===== config.mk =====
export PLATFORM = sky130hd
export DESIGN_NAME = brsc_bridge_ctrl
export DESIGN_NICKNAME = d
export VERILOG_FILES = /design/src/rtl/brsc_pkg.sv /design/src/rtl/brsc_bridge_ctrl.sv /design/src/rtl/brsc_discard_timer.sv
export VERILOG_INCLUDE_DIRS = /design/src /design/src/rtl
export SDC_FILE = /design/constraint.sdc
export NUM_CORES = 1
export LEC_CHECK = 0
export ABC_AREA = 1
export BUFFER_PORTS_ARGS = -buffer_cell sky130_fd_sc_hd__buf_2
export CAP_MARGIN = 40
export CORE_AREA = 2 2 112 114
export DETAILED_ROUTE_END_ITERATION = 12
export DIE_AREA = 0 0 114 116
export PLACE_DENSITY = 0.49
export SKIP_LAST_GASP = 1
export SLEW_MARGIN = 5
export SYNTH_ARGS = -nofsm -noshare
export SYNTH_HDL_FRONTEND = slang
export SYNTH_SLANG_ARGS = --single-unit

===== constraint.sdc =====
create_clock -name i_clk -period 2.14 [get_ports i_clk]
set_input_delay 0.107 -clock i_clk [delete_from_list [all_inputs] [get_ports i_clk]]
set_output_delay 0.107 -clock i_clk [all_outputs]
set_load 0.005 [all_outputs]

===== src/rtl/brsc_defs.svh =====
// Purpose: Offsets, field positions, reset values and timing counts
// Assumes: 50 MHz PCI clock, byte offsets on the register port
// Notes:   Included by its bare name
`ifndef BRSC_DEFS_SVH
`define BRSC_DEFS_SVH

`define BRSC_OFF_COMMAND     8'h04
`define BRSC_OFF_BRIDGE_CTL  8'h3e

`define BRSC_CMD_IO_BIT      0
`define BRSC_CMD_MEM_BIT     1
`define BRSC_CMD_MASK        16'h0003
`define BRSC_CMD_RESET       16'h0000

`define BRSC_BC_LEG_IO_BIT   2
`define BRSC_BC_DISP_EN_BIT  3
`define BRSC_BC_FULL_DEC_BIT 4
`define BRSC_BC_ABORT_BIT    5
`define BRSC_BC_DOWNSTREAM_BUS_RESET_BIT     6
`define BRSC_BC_FBB_BIT      7
`define BRSC_BC_PRI_DT_BIT   8
`define BRSC_BC_SECONDARY_DISCARD_SELECT_BIT   9
`define BRSC_BC_FLAG_BIT     10
`define BRSC_BC_RW_MASK      16'h0aff
`define BRSC_BC_RESET        16'h0000

`define BRSC_DT_LONG         16'h8000
`define BRSC_DT_SHORT        16'h0400

`define BRSC_MEM_LO          32'h000a0000
`define BRSC_MEM_HI          32'h000bffff
`define BRSC_IO_A_LO         10'h3b0
`define BRSC_IO_A_HI         10'h3bb
`define BRSC_IO_B_LO         10'h3c0
`define BRSC_IO_B_HI         10'h3df
`define BRSC_ALL_ONES        32'hffffffff

`endif


===== src/rtl/brsc_pkg.sv =====
// Purpose: Types shared by the secondary control logic
// Assumes: Widths fixed by the documented counter lengths
// Notes:   State of each module is one packed struct
package brsc_pkg;

	typedef enum logic [0:0] {DT_IDLE, DT_RUN} brsc_dt_state_e;

	typedef struct packed {
		brsc_dt_state_e state;
		logic [15:0]    cnt;
		logic [15:0]    lim;
		logic           expire;
	} brsc_dt_s;

	typedef struct packed {
		logic [15:0] cmd;
		logic [15:0] ctl;
		logic        flag;
		logic [15:0] rdata;
		logic        sec_reset_n;
		logic        back_to_back_enable;
		logic        claim_down;
		logic        block_up;
		logic        fill_ones;
		logic [31:0] abort_rdata;
		logic        wr_discard;
		logic        ur_up;
		logic        target_abort;
		logic        posted_err;
	} brsc_top_s;

endpackage : brsc_pkg


===== src/rtl/brsc_bridge_ctrl.sv =====
// Purpose: Bridge control bits 10..3, discard counter, abort mode, display decode
// Assumes: All inputs are logic on the PCI clock; window hits come from elsewhere
// Notes:   Register port: byte address, 16-bit data, read data one cycle later
//
// Contract
// Discard counter starts only once the delayed completion reaches queue head
// Counter expiry drops the delayed transaction and sets the expired flag
// Select bit 0 gives 2^15 clocks, 1 gives 2^10 clocks
// Secondary master must repeat its retried request within the discard period
// Primary discard select reads zero and ignores writes
// Back-to-back enable bit allows fast back-to-back cycles when set
// Downstream bus reset bit holds the secondary reset output asserted
// Abort mode 0: master-abort reads return all ones, writes discarded
// Abort mode 1: PCI master abort becomes unsupported request upstream
// Abort mode 1: unsupported request completion becomes target abort on PCI
// Abort mode 1: posted write master abort raises error signaling
// Full-decode bit chooses whether I/O bits 15:10 are compared
// Display enable claims memory A0000h..BFFFFh and forwards it downstream
// Display enable forwards I/O 3B0h-3BBh, 3C0h-3DFh with upper bits zero
// Display enable blocks these addresses from secondary to primary
// Display forwarding ignores legacy I/O filter and base/limit windows
// Display I/O needs I/O enable, display memory needs memory enable
// Display enable 0: these addresses forwarded only inside configured windows
// Expired flag reads 1 after a discard, software clears it
// Repeated request completing stops and clears the discard counter
`timescale 1ns/1ns
`include "brsc_defs.svh"
module brsc_bridge_ctrl
	import brsc_pkg::*;
#(
	parameter logic [15:0] P_DT_LONG  = `BRSC_DT_LONG,
	parameter logic [15:0] P_DT_SHORT = `BRSC_DT_SHORT
) (
	input  wire logic        i_clk,
	input  wire logic        i_nrst,
	input  wire logic [7:0]  i_addr,
	input  wire logic [15:0] i_wdata,
	input  wire logic        i_wr,
	input  wire logic        i_rd,
	output logic      [15:0] o_rdata,
	input  wire logic        i_cpl_at_head,
	input  wire logic        i_retry_done,
	output logic             o_dt_discard,
	input  wire logic        i_req_valid,
	input  wire logic        i_req_upstream,
	input  wire logic        i_req_is_io,
	input  wire logic [31:0] i_req_addr,
	input  wire logic        i_window_hit,
	output logic             o_claim_down,
	output logic             o_block_up,
	input  wire logic        i_pci_mabort,
	input  wire logic        i_mabort_read,
	input  wire logic        i_mabort_posted,
	input  wire logic        i_pcie_ur_cpl,
	output logic             o_fill_ones,
	output logic      [31:0] o_abort_rdata,
	output logic             o_wr_discard,
	output logic             o_ur_up,
	output logic             o_target_abort,
	output logic             o_posted_err,
	output logic             o_sec_reset_n,
	output logic             o_fbb_enable
);

	function automatic logic disp_io_hit(input logic [31:0] a, input logic full);
		logic [9:0] lo;
		logic       in_rng;
		lo = a[9:0];
		in_rng = (lo >= `BRSC_IO_A_LO && lo <= `BRSC_IO_A_HI) ||
			(lo >= `BRSC_IO_B_LO && lo <= `BRSC_IO_B_HI);
		return (a[31:16] == 16'h0000) && in_rng && (!full || a[15:10] == 6'h00);
	endfunction

	function automatic logic disp_mem_hit(input logic [31:0] a);
		return (a >= `BRSC_MEM_LO) && (a <= `BRSC_MEM_HI);
	endfunction

	brsc_top_s s_q;
	brsc_top_s s_d;
	logic      dt_expire;
	logic      dt_running;
	logic      disp_en;
	logic      full_dec;
	logic      abort_reporting_mode;
	logic      leg_hit;
	logic      leg_ok;

	brsc_discard_timer #(
		.P_LONG  (P_DT_LONG),
		.P_SHORT (P_DT_SHORT)
	) u_timer (
		.i_clk        (i_clk),
		.i_nrst       (i_nrst),
		.i_at_head    (i_cpl_at_head),
		.i_retry_done (i_retry_done),
		.i_short_sel  (s_q.ctl[`BRSC_BC_SECONDARY_DISCARD_SELECT_BIT]),
		.o_running    (dt_running),
		.o_expire     (dt_expire)
	);

	assign disp_en  = s_q.ctl[`BRSC_BC_DISP_EN_BIT];
	assign full_dec = s_q.ctl[`BRSC_BC_FULL_DEC_BIT];
	assign abort_reporting_mode      = s_q.ctl[`BRSC_BC_ABORT_BIT];

	always_comb begin
		leg_hit = i_req_is_io ? disp_io_hit(i_req_addr, full_dec) : disp_mem_hit(i_req_addr);
		leg_ok  = i_req_is_io ? s_q.cmd[`BRSC_CMD_IO_BIT] : s_q.cmd[`BRSC_CMD_MEM_BIT];
	end

	always_comb begin
		s_d = s_q;
		s_d.rdata = 16'h0000;
		s_d.fill_ones = 1'b0;
		s_d.abort_rdata = 32'h00000000;
		s_d.wr_discard = 1'b0;
		s_d.ur_up = 1'b0;
		s_d.target_abort = 1'b0;
		s_d.posted_err = 1'b0;
		s_d.claim_down = 1'b0;
		s_d.block_up = 1'b0;
		if (i_wr && i_addr == `BRSC_OFF_COMMAND) begin
			s_d.cmd = i_wdata & `BRSC_CMD_MASK;
		end
		if (i_wr && i_addr == `BRSC_OFF_BRIDGE_CTL) begin
			s_d.ctl = i_wdata & `BRSC_BC_RW_MASK;
			if (i_wdata[`BRSC_BC_FLAG_BIT]) begin
				s_d.flag = 1'b0;
			end
		end
		if (dt_expire) begin
			s_d.flag = 1'b1;
		end
		if (i_rd) begin
			case (i_addr)
				`BRSC_OFF_COMMAND: s_d.rdata = s_q.cmd;
				`BRSC_OFF_BRIDGE_CTL: begin
					s_d.rdata = s_q.ctl & `BRSC_BC_RW_MASK;
					s_d.rdata[`BRSC_BC_FLAG_BIT] = s_q.flag;
				end
				default: s_d.rdata = 16'h0000;
			endcase
		end
		s_d.sec_reset_n = !s_q.ctl[`BRSC_BC_DOWNSTREAM_BUS_RESET_BIT];
		s_d.back_to_back_enable = s_q.ctl[`BRSC_BC_FBB_BIT];
		if (i_req_valid) begin
			if (i_req_upstream) begin
				s_d.block_up = disp_en && leg_hit;
			end else begin
				// Display path bypasses the filter bit and the windows
				s_d.claim_down = (disp_en && leg_hit && leg_ok) || i_window_hit;
			end
		end
		if (i_pci_mabort) begin
			if (!abort_reporting_mode) begin
				s_d.fill_ones = i_mabort_read;
				s_d.abort_rdata = i_mabort_read ? `BRSC_ALL_ONES : 32'h00000000;
				s_d.wr_discard = !i_mabort_read;
			end else begin
				s_d.ur_up = !i_mabort_posted;
				s_d.posted_err = i_mabort_posted;
			end
		end
		if (i_pcie_ur_cpl) begin
			if (abort_reporting_mode) begin
				s_d.target_abort = 1'b1;
			end else begin
				s_d.fill_ones = 1'b1;
				s_d.abort_rdata = `BRSC_ALL_ONES;
			end
		end
	end

	always_ff @(posedge i_clk or negedge i_nrst) begin
		if (!i_nrst) begin
			s_q <= '0;
			s_q.ctl <= `BRSC_BC_RESET;
			s_q.cmd <= `BRSC_CMD_RESET;
			s_q.sec_reset_n <= 1'b1;
		end else begin
			s_q <= s_d;
		end
	end

	assign o_rdata        = s_q.rdata;
	assign o_dt_discard   = dt_expire;
	assign o_claim_down   = s_q.claim_down;
	assign o_block_up     = s_q.block_up;
	assign o_fill_ones    = s_q.fill_ones;
	assign o_abort_rdata  = s_q.abort_rdata;
	assign o_wr_discard   = s_q.wr_discard;
	assign o_ur_up        = s_q.ur_up;
	assign o_target_abort = s_q.target_abort;
	assign o_posted_err   = s_q.posted_err;
	assign o_sec_reset_n  = s_q.sec_reset_n;
	assign o_fbb_enable   = s_q.back_to_back_enable;
endmodule // brsc_bridge_ctrl


===== src/rtl/brsc_discard_timer.sv =====
// Purpose: Secondary discard counter for one delayed completion
// Assumes: Start and retry inputs come from logic on the same clock
// Notes:   Length latched when counting starts
`timescale 1ns/1ns
`include "brsc_defs.svh"
module brsc_discard_timer
	import brsc_pkg::*;
#(
	parameter logic [15:0] P_LONG  = `BRSC_DT_LONG,
	parameter logic [15:0] P_SHORT = `BRSC_DT_SHORT
) (
	input  wire logic i_clk,
	input  wire logic i_nrst,
	input  wire logic i_at_head,
	input  wire logic i_retry_done,
	input  wire logic i_short_sel,
	output logic      o_running,
	output logic      o_expire
);

	brsc_dt_s s_q;
	brsc_dt_s s_d;

	always_comb begin
		s_d = s_q;
		s_d.expire = 1'b0;
		case (s_q.state)
			DT_IDLE: begin
				if (i_at_head) begin
					s_d.state = DT_RUN;
					s_d.cnt = 16'h0000;
					s_d.lim = i_short_sel ? P_SHORT : P_LONG;
				end
			end
			DT_RUN: begin
				if (i_retry_done) begin
					s_d.state = DT_IDLE;
					s_d.cnt = 16'h0000;
				end else if (s_q.cnt == s_q.lim - 16'h0001) begin
					s_d.state = DT_IDLE;
					s_d.expire = 1'b1;
				end else begin
					s_d.cnt = s_q.cnt + 16'h0001;
				end
			end
			default: s_d.state = DT_IDLE;
		endcase
	end

	always_ff @(posedge i_clk or negedge i_nrst) begin
		if (!i_nrst) begin
			s_q <= '0;
		end else begin
			s_q <= s_d;
		end
	end

	assign o_running = (s_q.state == DT_RUN);
	assign o_expire  = s_q.expire;
endmodule // brsc_discard_timer


# Yosys cells after proc, flatten, opt, wreduce, memory -nomap -nowiden
# Cells that the tools add are included.
classes:
  bitwise_logic: 1
  mux: 29
  n_eq_ne: 5
  reduce_logical: 23
  add_sub_neg: 2
  order_cmp: 6
op_table:
  columns: ["cell", "count"]
  rows:
  - ["$mux 33", 3]
  - ["$mux 35", 1]
  - ["$mux 34", 1]
  - ["$pmux 17 s2", 1]
  - ["$ge 32x20->1 const B", 1]
  - ["$le 32x20->1 const B", 1]
  - ["$mux 16", 2]
  - ["$mux 32", 1]
  - ["$pmux 12 s2", 1]
  - ["$ge 10x10->1 const B", 2]
  - ["$le 10x10->1 const B", 2]
  - ["$mux 17", 1]
  - ["$add 16x1->16 const B", 1]
  - ["$eq 16x16->1", 1]
  - ["$logic_not 16->1", 1]
  - ["$mux 1", 16]
  - ["$sub 16x1->16 const B", 1]
  - ["$mux 12", 1]
  - ["$logic_and 1x1->1", 9]
  - ["$eq 8x3->1 const B", 1]
  - ["$eq 8x6->1 const B", 1]
  - ["$logic_not 6->1", 1]
  - ["$reduce_and 2->1", 3]
  - ["$logic_not 1->1", 4]
  - ["other kinds (6)", 9]
totals:
  register_bits: 104
  in_bits: 70
  output_inout_bits: 58
  elab_cells: 84

# Depth between registers and ports, before layout
# Gate-level depths: netlist (run 1).
depth:
  depth_word: 11
  mapped_depth: 11
  ltp_nobuf: 11

# Hierarchy
# A second synthesis (run 1) with hierarchy kept.
unflattened:
  cells_unflattened: 369
  area_unflattened_um2: 3040.4
by_module_without_submodules:
  columns: ["module", "n_inst", "seq_area_each_um2", "area_per_inst_um2", "cells_each"]
  rows:
  - ["brsc_bridge_ctrl", 1, 827.0, 1790.5, 203]
  - ["brsc_discard_timer", 1, 500.5, 1249.9, 166]

# Worst setup path after synthesis (run 1)
# OpenSTA, ideal clock, no wires.
synth_timing:
  kind: "flip-flop to flip-flop"
  from: "register u_timer.s_q[17] (netlist name)"
  to: "register u_timer.s_q[29] (netlist name)"
  setup_ns: 0.117
  path_stages_with_launch: 11
  required_time_ns: 2.023
  path_buffers: 0
  t_arrival_ns: 1.483
  period_less_slack_ns: 1.601
  setup_slack_ns: 0.539
  cell_sequence: "dfrtp_1 -> ha_1 -> nand2_1 -> nor2_2 -> nand2_2 -> nor2_4 -> nand2_1 -> nand2_2 -> inv_2 -> nand3_1 -> nand2_1"
synth_via:
  elab_chain_len: 4
  elab_cells_between_ends: 7
  classes_between: "add/sub (1); eq/ne (2); mux (3); reduce/logical (1)"
synth_rtl:
  columns: ["element", "line", "rtl"]
  rows:
  - ["from (decl)", "brsc_discard_timer.sv:21", "brsc_dt_s s_q;"]
  - ["from (signal assigned)", "brsc_discard_timer.sv:52", "s_q <= '0;"]
  - ["from (signal assigned)", "brsc_discard_timer.sv:54", "s_q <= s_d;"]
  - ["$add 16x1->16", "brsc_discard_timer.sv:43", "s_d.cnt = s_q.cnt + 16'h0001;"]
  - ["$mux 16", "brsc_discard_timer.sv:39", "end else if (s_q.cnt == s_q.lim - 16'h0001) begin"]
  - ["$mux 17", "brsc_discard_timer.sv:36", "if (i_retry_done) begin"]
  - ["$pmux 17 s2", "brsc_discard_timer.sv:27", "case (s_q.state)"]
# Several ways; a longest one is shown, not always the timed one. The select of a mux whose other input is x is not followed.
# A chain may end at the register's enable or synchronous reset.

# Final worst setup path (run 1)
layout_timing:
  from: "register u_timer.s_q[18] (netlist name)"
  to: "register u_timer.s_q[29] (netlist name)"
# The elaborated chain is that of the path after synthesis.

==> results.md, run 1 <==
* Yosys warnings at 0
* Maximum clock frequency at 0.565 GHz
* HP Class: input port to flop
* Post-DR vias/cell at 4.03
* Most frequent cell on the critical path: nand2_1
* # DRC at 0
* Cts repair resizes at 0
* Req. time, crit path at 2320 ps
* CTS tree: built
* Outcome: complete, no violations
* Rel. slew slack at 54.7%
* Critical path's top delay family: simple AND/OR/NAND/NOR gates
* Final period util at 82.7%
* Clk buf depth at 2
* Fillcell total at 1297
* Final worst clock skew at 4.97 ps
* Leakage at 1.94 nW
* Post-synth cell types at 34
* FP Rows at 40
* Clock Latency Late Sink at 290 ps
* Crit path from: u_timer.s_q[18]
* Place WS at 336 ps
* Initial DRT Pass Iterations at 4
* Power Total at 2.23 mW
* Mapped cell area at 2920 µm²
* Nets at 517
* Post-Synthesis Cells at 366
* Gr usage total at 9.85%
* Hold Fails Final Rpt at 0
* DRT antenna net count at 0
* Die height at 116 µm
* # H-tree levels at 2
* CP Class: flop to flop
* Final setup TNS at 0 ps
* Number of global-route vias before repair at 2365
* Port Buffer Count at 115
* Synthesized area per cell at 7.97 µm²
* Largest net degree at the start of global routing at 54
* Core ar. at 11900 µm²
* Most common cell after layout, fill and taps aside: buf_2
* CP startpoint kind: flop
* Commonest non-fill, non-tap cells in the layout: buf_2, nand2_1, dfrtp_1, nor2_1, inv_1
* Die Area at 13200 µm²
* Setup bufs post-CTS at 0
* FF-to-FF Start: u_timer.s_q[18]
* Initial Utilization at 24.5%
* Layout cell share with drive strength beyond 1 at 32.4%
* Gpl congestion at 0.776
* Power per cell area at 630 nW/µm²
* Crit-path max FO at 9
* Worst path cell trace: ha_1, nand2_1, nor2_2, nand2_2, nor2_4, nand2_1, nand2_2, inv_2, nand3_1, nand2_1
* Detail Placement HPWL at 4.77 mm
* TritonCTS buffer count at 5
* Slew Viols, Final at 0
* Area Growth Syn to Fin at 21.1%
* Global route total overflow at 0
* Sequential area share after synthesis at 45.5%
* Min Hold Slack at 30.8 ps
* First-pass GRT wire length at 10.5 mm
* Vias at 2400
* WL final at 6.16 mm
* Bufs and invs on worst path at 1
* Post-Place Cell Area at 3330 µm²
* Clock transition at the registers of the reported paths at 70 ps
* Initial drt markers at 78
* Clock sink total at 53
* Final setup fails at 0
* Worst slew pin tran at 680 ps
* Fin crit period at 1770 ps
* CP Capture Type: flop
* Synth Register Bits at 53
* I/O Pins at 128
* Crit-path max cell delay at 390 ps
* Critical path's slowest cell: dfrtp_1
* Wire per inst at 10.3 µm
* Max-capacitance violation count at 0
* Die X at 114 µm
* RSZ-0062 raised after global routing: false
* Hold Startpoint: i_pcie_ur_cpl
* Critical Path AT at 1950 ps
* Root Buffer: clkbuf_16
* Worst VDD drop at 0.298 mV
* Initial antenna violation count at 1
* Post-route cell area at 3530 µm²
* Setup WS post-layout at 371 ps
[worst paths after layout]
path                                endpoint  slack (ps)  cells past startpoint
max                          u_timer.s_q[29]         370                     10
min                        o_abort_rdata[30]          30                      3
max reg2reg                  u_timer.s_q[29]         370                     10
min reg2reg                     o_fbb_enable         380                      0
max in group asynchronous         o_rdata[2]        1210                      3
min in group asynchronous    u_timer.s_q[16]         450                      3
[cell families after synthesis]
kind of cell             Yosys count  synth area share (%)
AO/OA/AOI/OAI                     34                  6.65
adder cells (fa/ha/maj)            1                 0.429
AND/OR/NAND/NOR                  172                  26.0
flip-flops                        53                  45.5
other                              1                 0.129
buffers and inverters             98                  19.1
multiplexers                       1                 0.386
XOR/XNOR                           6                  1.80
[cells in the mapped netlist]
library cell | instances | area share, %
buf_4 | 48 | 12
inv_2 | 3 | 0.39
o21ai_2 | 5 | 1.5
xor2_1 | 4 | 1.2
mux2_2 | 1 | 0.39
nor2_2 | 1 | 0.21
o21ai_1 | 3 | 0.51
nor3_1 | 7 | 1.2
or2_2 | 2 | 0.43
conb_1 | 1 | 0.13
nor4_1 | 1 | 0.21
nor3b_1 | 1 | 0.26
inv_1 | 43 | 5.5
nand2_1 | 78 | 10
buf_2 | 1 | 0.17
nand4_1 | 6 | 1.3
xnor2_1 | 2 | 0.60
nand3b_1 | 2 | 0.51
dfstp_2 | 1 | 0.90
ha_1 | 1 | 0.43
o21ai_0 | 14 | 2.4
nor2_4 | 1 | 0.39
buf_6 | 1 | 0.39
o21bai_1 | 1 | 0.26
clkbuf_1 | 2 | 0.26
dfrtp_1 | 52 | 45
a21oi_1 | 10 | 1.7
nor2_1 | 45 | 5.8
nand2_2 | 2 | 0.43
nand2_4 | 1 | 0.39
nor3_2 | 1 | 0.34
a21o_1 | 1 | 0.26
nand3_4 | 1 | 0.60
nand3_1 | 23 | 3.9
[per-layer routing]
layer / part of all wire [%] / GRT usage (%) / wire (µm)
met1: 47 / 12.2 / 2900
met2: 46 / 17.2 / 2810
met3: 5.7 / 2.35 / 349
met4: 1.5 / 2.68 / 91
met5: 0 / 0 / 0
[where the power goes]
group | total (mW) | switching (mW) | internal [mW]
Sequential | 1.06 | 0.0232 | 1.03
Combinational | 0.242 | 0.136 | 0.106
Clock | 0.926 | 0.371 | 0.555
Total | 2.23 | 0.531 | 1.69
[state kept, by name (all words and copies together), names as in the netlist]
register,cells
abort_reporting_mode,1
disp_en,1
full_dec,1
o_abort_rdata,1
o_block_up,1
o_claim_down,1
o_fbb_enable,1
o_posted_err,1
o_rdata,11
o_sec_reset_n,1
o_target_abort,1
o_ur_up,1
o_wr_discard,1
s_d,1
s_q,9
u_timer.o_expire,1
u_timer.o_running,1
u_timer.s_q,18
[final cells by class]
cell class | count | area [µm²] | share of cell area, %
Antenna cell | 1 | 2.50 | 0.0708
Clock buffer | 5 | 125 | 3.54
Clock inverter | 3 | 43.8 | 1.24
Inverter | 46 | 173 | 4.89
Multi-Input combinational cell | 219 | 1050 | 29.7
Sequential cell | 53 | 1330 | 37.6
Tap cell | 147 | 184 | 5.21
Timing Repair Buffer | 121 | 628 | 17.8
[per-stage QoR]
stage,std cells,util [%]
2_1_floorplan,370,-
3_3_place_gp,583,28.0
3_5_place_dp,583,28.0
4_1_cts,594,29.6
5_1_grt,595,29.7
6_report,595,29.7
[repair_timing]
item | in CTS | in global routing
setup endpoints to repair | 0 | 0
hold buffers | 3 | 0
hold endpoints to repair | 54 | 0
[tightest hold or removal path, delay by kind of cell]
| family | cells | cell delay, ps |
|---|---|---|
| buf+inv | 1 | 90 |
| simple gates | 2 | 100 |
Power figures use the tool's default switching activity.
==> run 2, diff against run 1 <==
- PLACE_DENSITY: 0.49 -> 0.5
- clock period: 2.14 -> 1.6 ns (I/O delays scaled with it)
==> results.md, run 2 (synthesis results as in run 1) <==
* Outcome: complete, but fails checks (was complete, no violations)
* Failing checks: setup timing
* Root Buffer: clkbuf_16 (unchanged)
* Fin crit period at 1610 ps (was 1770 ps)
* Fillcell total at 1256 (was 1297)
* Core ar. at 11900 µm² (unchanged)
* Req. time, crit path at 1820 ps (was 2320 ps)
* Final setup fails at 3 (was 0)
* FP Rows at 40 (unchanged)
* DRT antenna net count at 0 (unchanged)
* I/O Pins at 128 (unchanged)
* CP Capture Type: flop (unchanged)
* Area Growth Syn to Fin at 31.3% (was 21.1%)
* Initial DRT Pass Iterations at 5 (was 4)
* Slew Viols, Final at 0 (unchanged)
* Port Buffer Count at 115 (unchanged)
* TritonCTS buffer count at 5 (unchanged)
* CP startpoint kind: flop (unchanged)
* Initial drt markers at 102 (was 78)
* CP Class: flop to flop (unchanged)
* Die X at 114 µm (unchanged)
* Worst VDD drop at 0.399 mV (was 0.298 mV)
* Crit-path max FO at 9 (unchanged)
* WL final at 6.98 mm (was 6.16 mm)
* Top reg by flops: u_timer.s_q (unchanged)
* Final period util at 101% (was 82.7%)
* Final worst clock skew at 2.84 ps (was 4.97 ps)
* Critical Path AT at 1830 ps (was 1950 ps)
* Clock sink total at 53 (unchanged)
* Clk buf depth at 2 (unchanged)
* Max reg flops at 18 (unchanged)
* Die height at 116 µm (unchanged)
* Leakage at 2.11 nW (was 1.94 nW)
* Initial antenna violation count at 1 (unchanged)
* Most common cell after layout, fill and taps aside: buf_2 (unchanged)
* RSZ-0062 raised after global routing: true (was false)
* Maximum clock frequency at 0.619 GHz (was 0.565 GHz)
* Setup WS post-layout at -14.6 ps (was 371 ps)
* CTS tree: built (unchanged)
* Die Area at 13200 µm² (unchanged)
* Layout cell share with drive strength beyond 1 at 38.4% (was 32.4%)
* Min Hold Slack at 11.9 ps (was 30.8 ps)
* Vias at 2577 (was 2400)
* Global route total overflow at 0 (unchanged)
* Post-DR vias/cell at 4.12 (was 4.03)
* Largest net degree at the start of global routing at 54 (unchanged)
* Max-capacitance violation count at 0 (unchanged)
* Commonest non-fill, non-tap cells in the layout: buf_2, nand2_1, dfrtp_1, nor2_1, inv_1 (unchanged)
* Detail Placement HPWL at 4.98 mm (was 4.77 mm)
* Clock transition at the registers of the reported paths at 70 ps (about the same)
* Initial Utilization at 24.5% (unchanged)
* Worst slew pin tran at 626 ps (was 680 ps)
* Hold Fails Final Rpt at 0 (unchanged)
* Nets at 547 (was 517)
* Wire per inst at 11.2 µm (was 10.3 µm)
* Number of global-route vias before repair at 2454 (was 2365)
* Rel. slew slack at 58.3% (was 54.7%)
* Gpl congestion at 0.797 (was 0.776)
* Power Total at 3.05 mW (was 2.23 mW)
* # DRC at 0 (unchanged)
* # H-tree levels at 2 (unchanged)
* Clock Latency Late Sink at 290 ps (about the same)
* Power per cell area at 797 nW/µm² (was 630 nW/µm²)
* HP Class: input port to flop (unchanged)
* Gr usage total at 10.3% (was 9.85%)
* First-pass GRT wire length at 11.0 mm (was 10.5 mm)
* FF+latch area at 1330 µm² (unchanged)
* Area of the multi-input gates at 1130 µm² (was 1050 µm²)
run 2: cell types whose count changed in the layout (fill, tap and decap cells not counted), sizes merged:
cell,previous run,this run
dlygate4sd3,3,4
nand2,81,84
clkbuf,5,6
buf,118,144
inv,47,46
run 2: cell type report:
cell class / count / share of cell area [%]
Clock buffer: 6 / 3.36
Antenna cell: 1 / 0.0653
Clock inverter: 2 / 1.01
Timing Repair Buffer: 148 / 22.1
Inverter: 46 / 4.51
Multi-Input combinational cell: 222 / 29.5
Sequential cell: 53 / 34.6
Tap cell: 147 / 4.80
run 2: through the flow:
step	TNS, ps	worst slack [ps]	instance area [µm²]	cells	utilization (%)
5_1_grt	-1790	-121	3830	625	32.2
3_3_place_gp	0	68.5	3470	599	29.1
2_1_floorplan	0	7.18	2940	370	-
6_report	-23.5	-14.6	3830	625	32.2
4_1_cts	0	50.7	3680	611	30.9
3_5_place_dp	0	55.7	3470	599	29.1
run 2: routing by layer:
layer,part of all wire (%),track usage (%),wire length [µm],vias up
met2,49,18.7,3430,93
met1,43,12.3,3030,1162
met5,0,0,0,-
li1,-,-,-,1312
met3,6.1,2.67,427,10
met4,1.4,2.36,97,0
run 2: final timing paths:
kind	depth (start not counted)	to	start	slack (ps)
max in group asynchronous	3	o_sec_reset_n	i_nrst	1000
min reg2reg	0	o_fbb_enable	s_d[39]	370
max	9	u_timer.s_q[27]	u_timer.s_q[18]	-10
max reg2reg	9	u_timer.s_q[27]	u_timer.s_q[18]	-10
min	3	o_block_up	i_req_upstream	10
min in group asynchronous	3	u_timer.s_q[31]	i_nrst	300
run 2: power by group:
group / switching, mW / total [mW] / internal, mW
clock network: 0.498 / 1.24 / 0.743
registers: 0.0287 / 1.41 / 1.38
logic: 0.216 / 0.401 / 0.185
total: 0.743 / 3.05 / 2.31
run 2: repair_timing:
action,4_1_cts,5_1_grt
endpoints found under the hold margin,55,0
gates resized for setup,0,17
hold buffers,4,0
setup buffers,0,10
endpoints found under the setup margin,0,16
run 2: worst max-delay path, stage by stage (launching register included):
cell     delay, ps
dfrtp_1        360
ha_2           190
nand2_2         80
nor2_4         140
nand2_2         90
nor2_4         200
nand3_4        200
nand2_8        150
nand2_1         70
o21ai_0         70
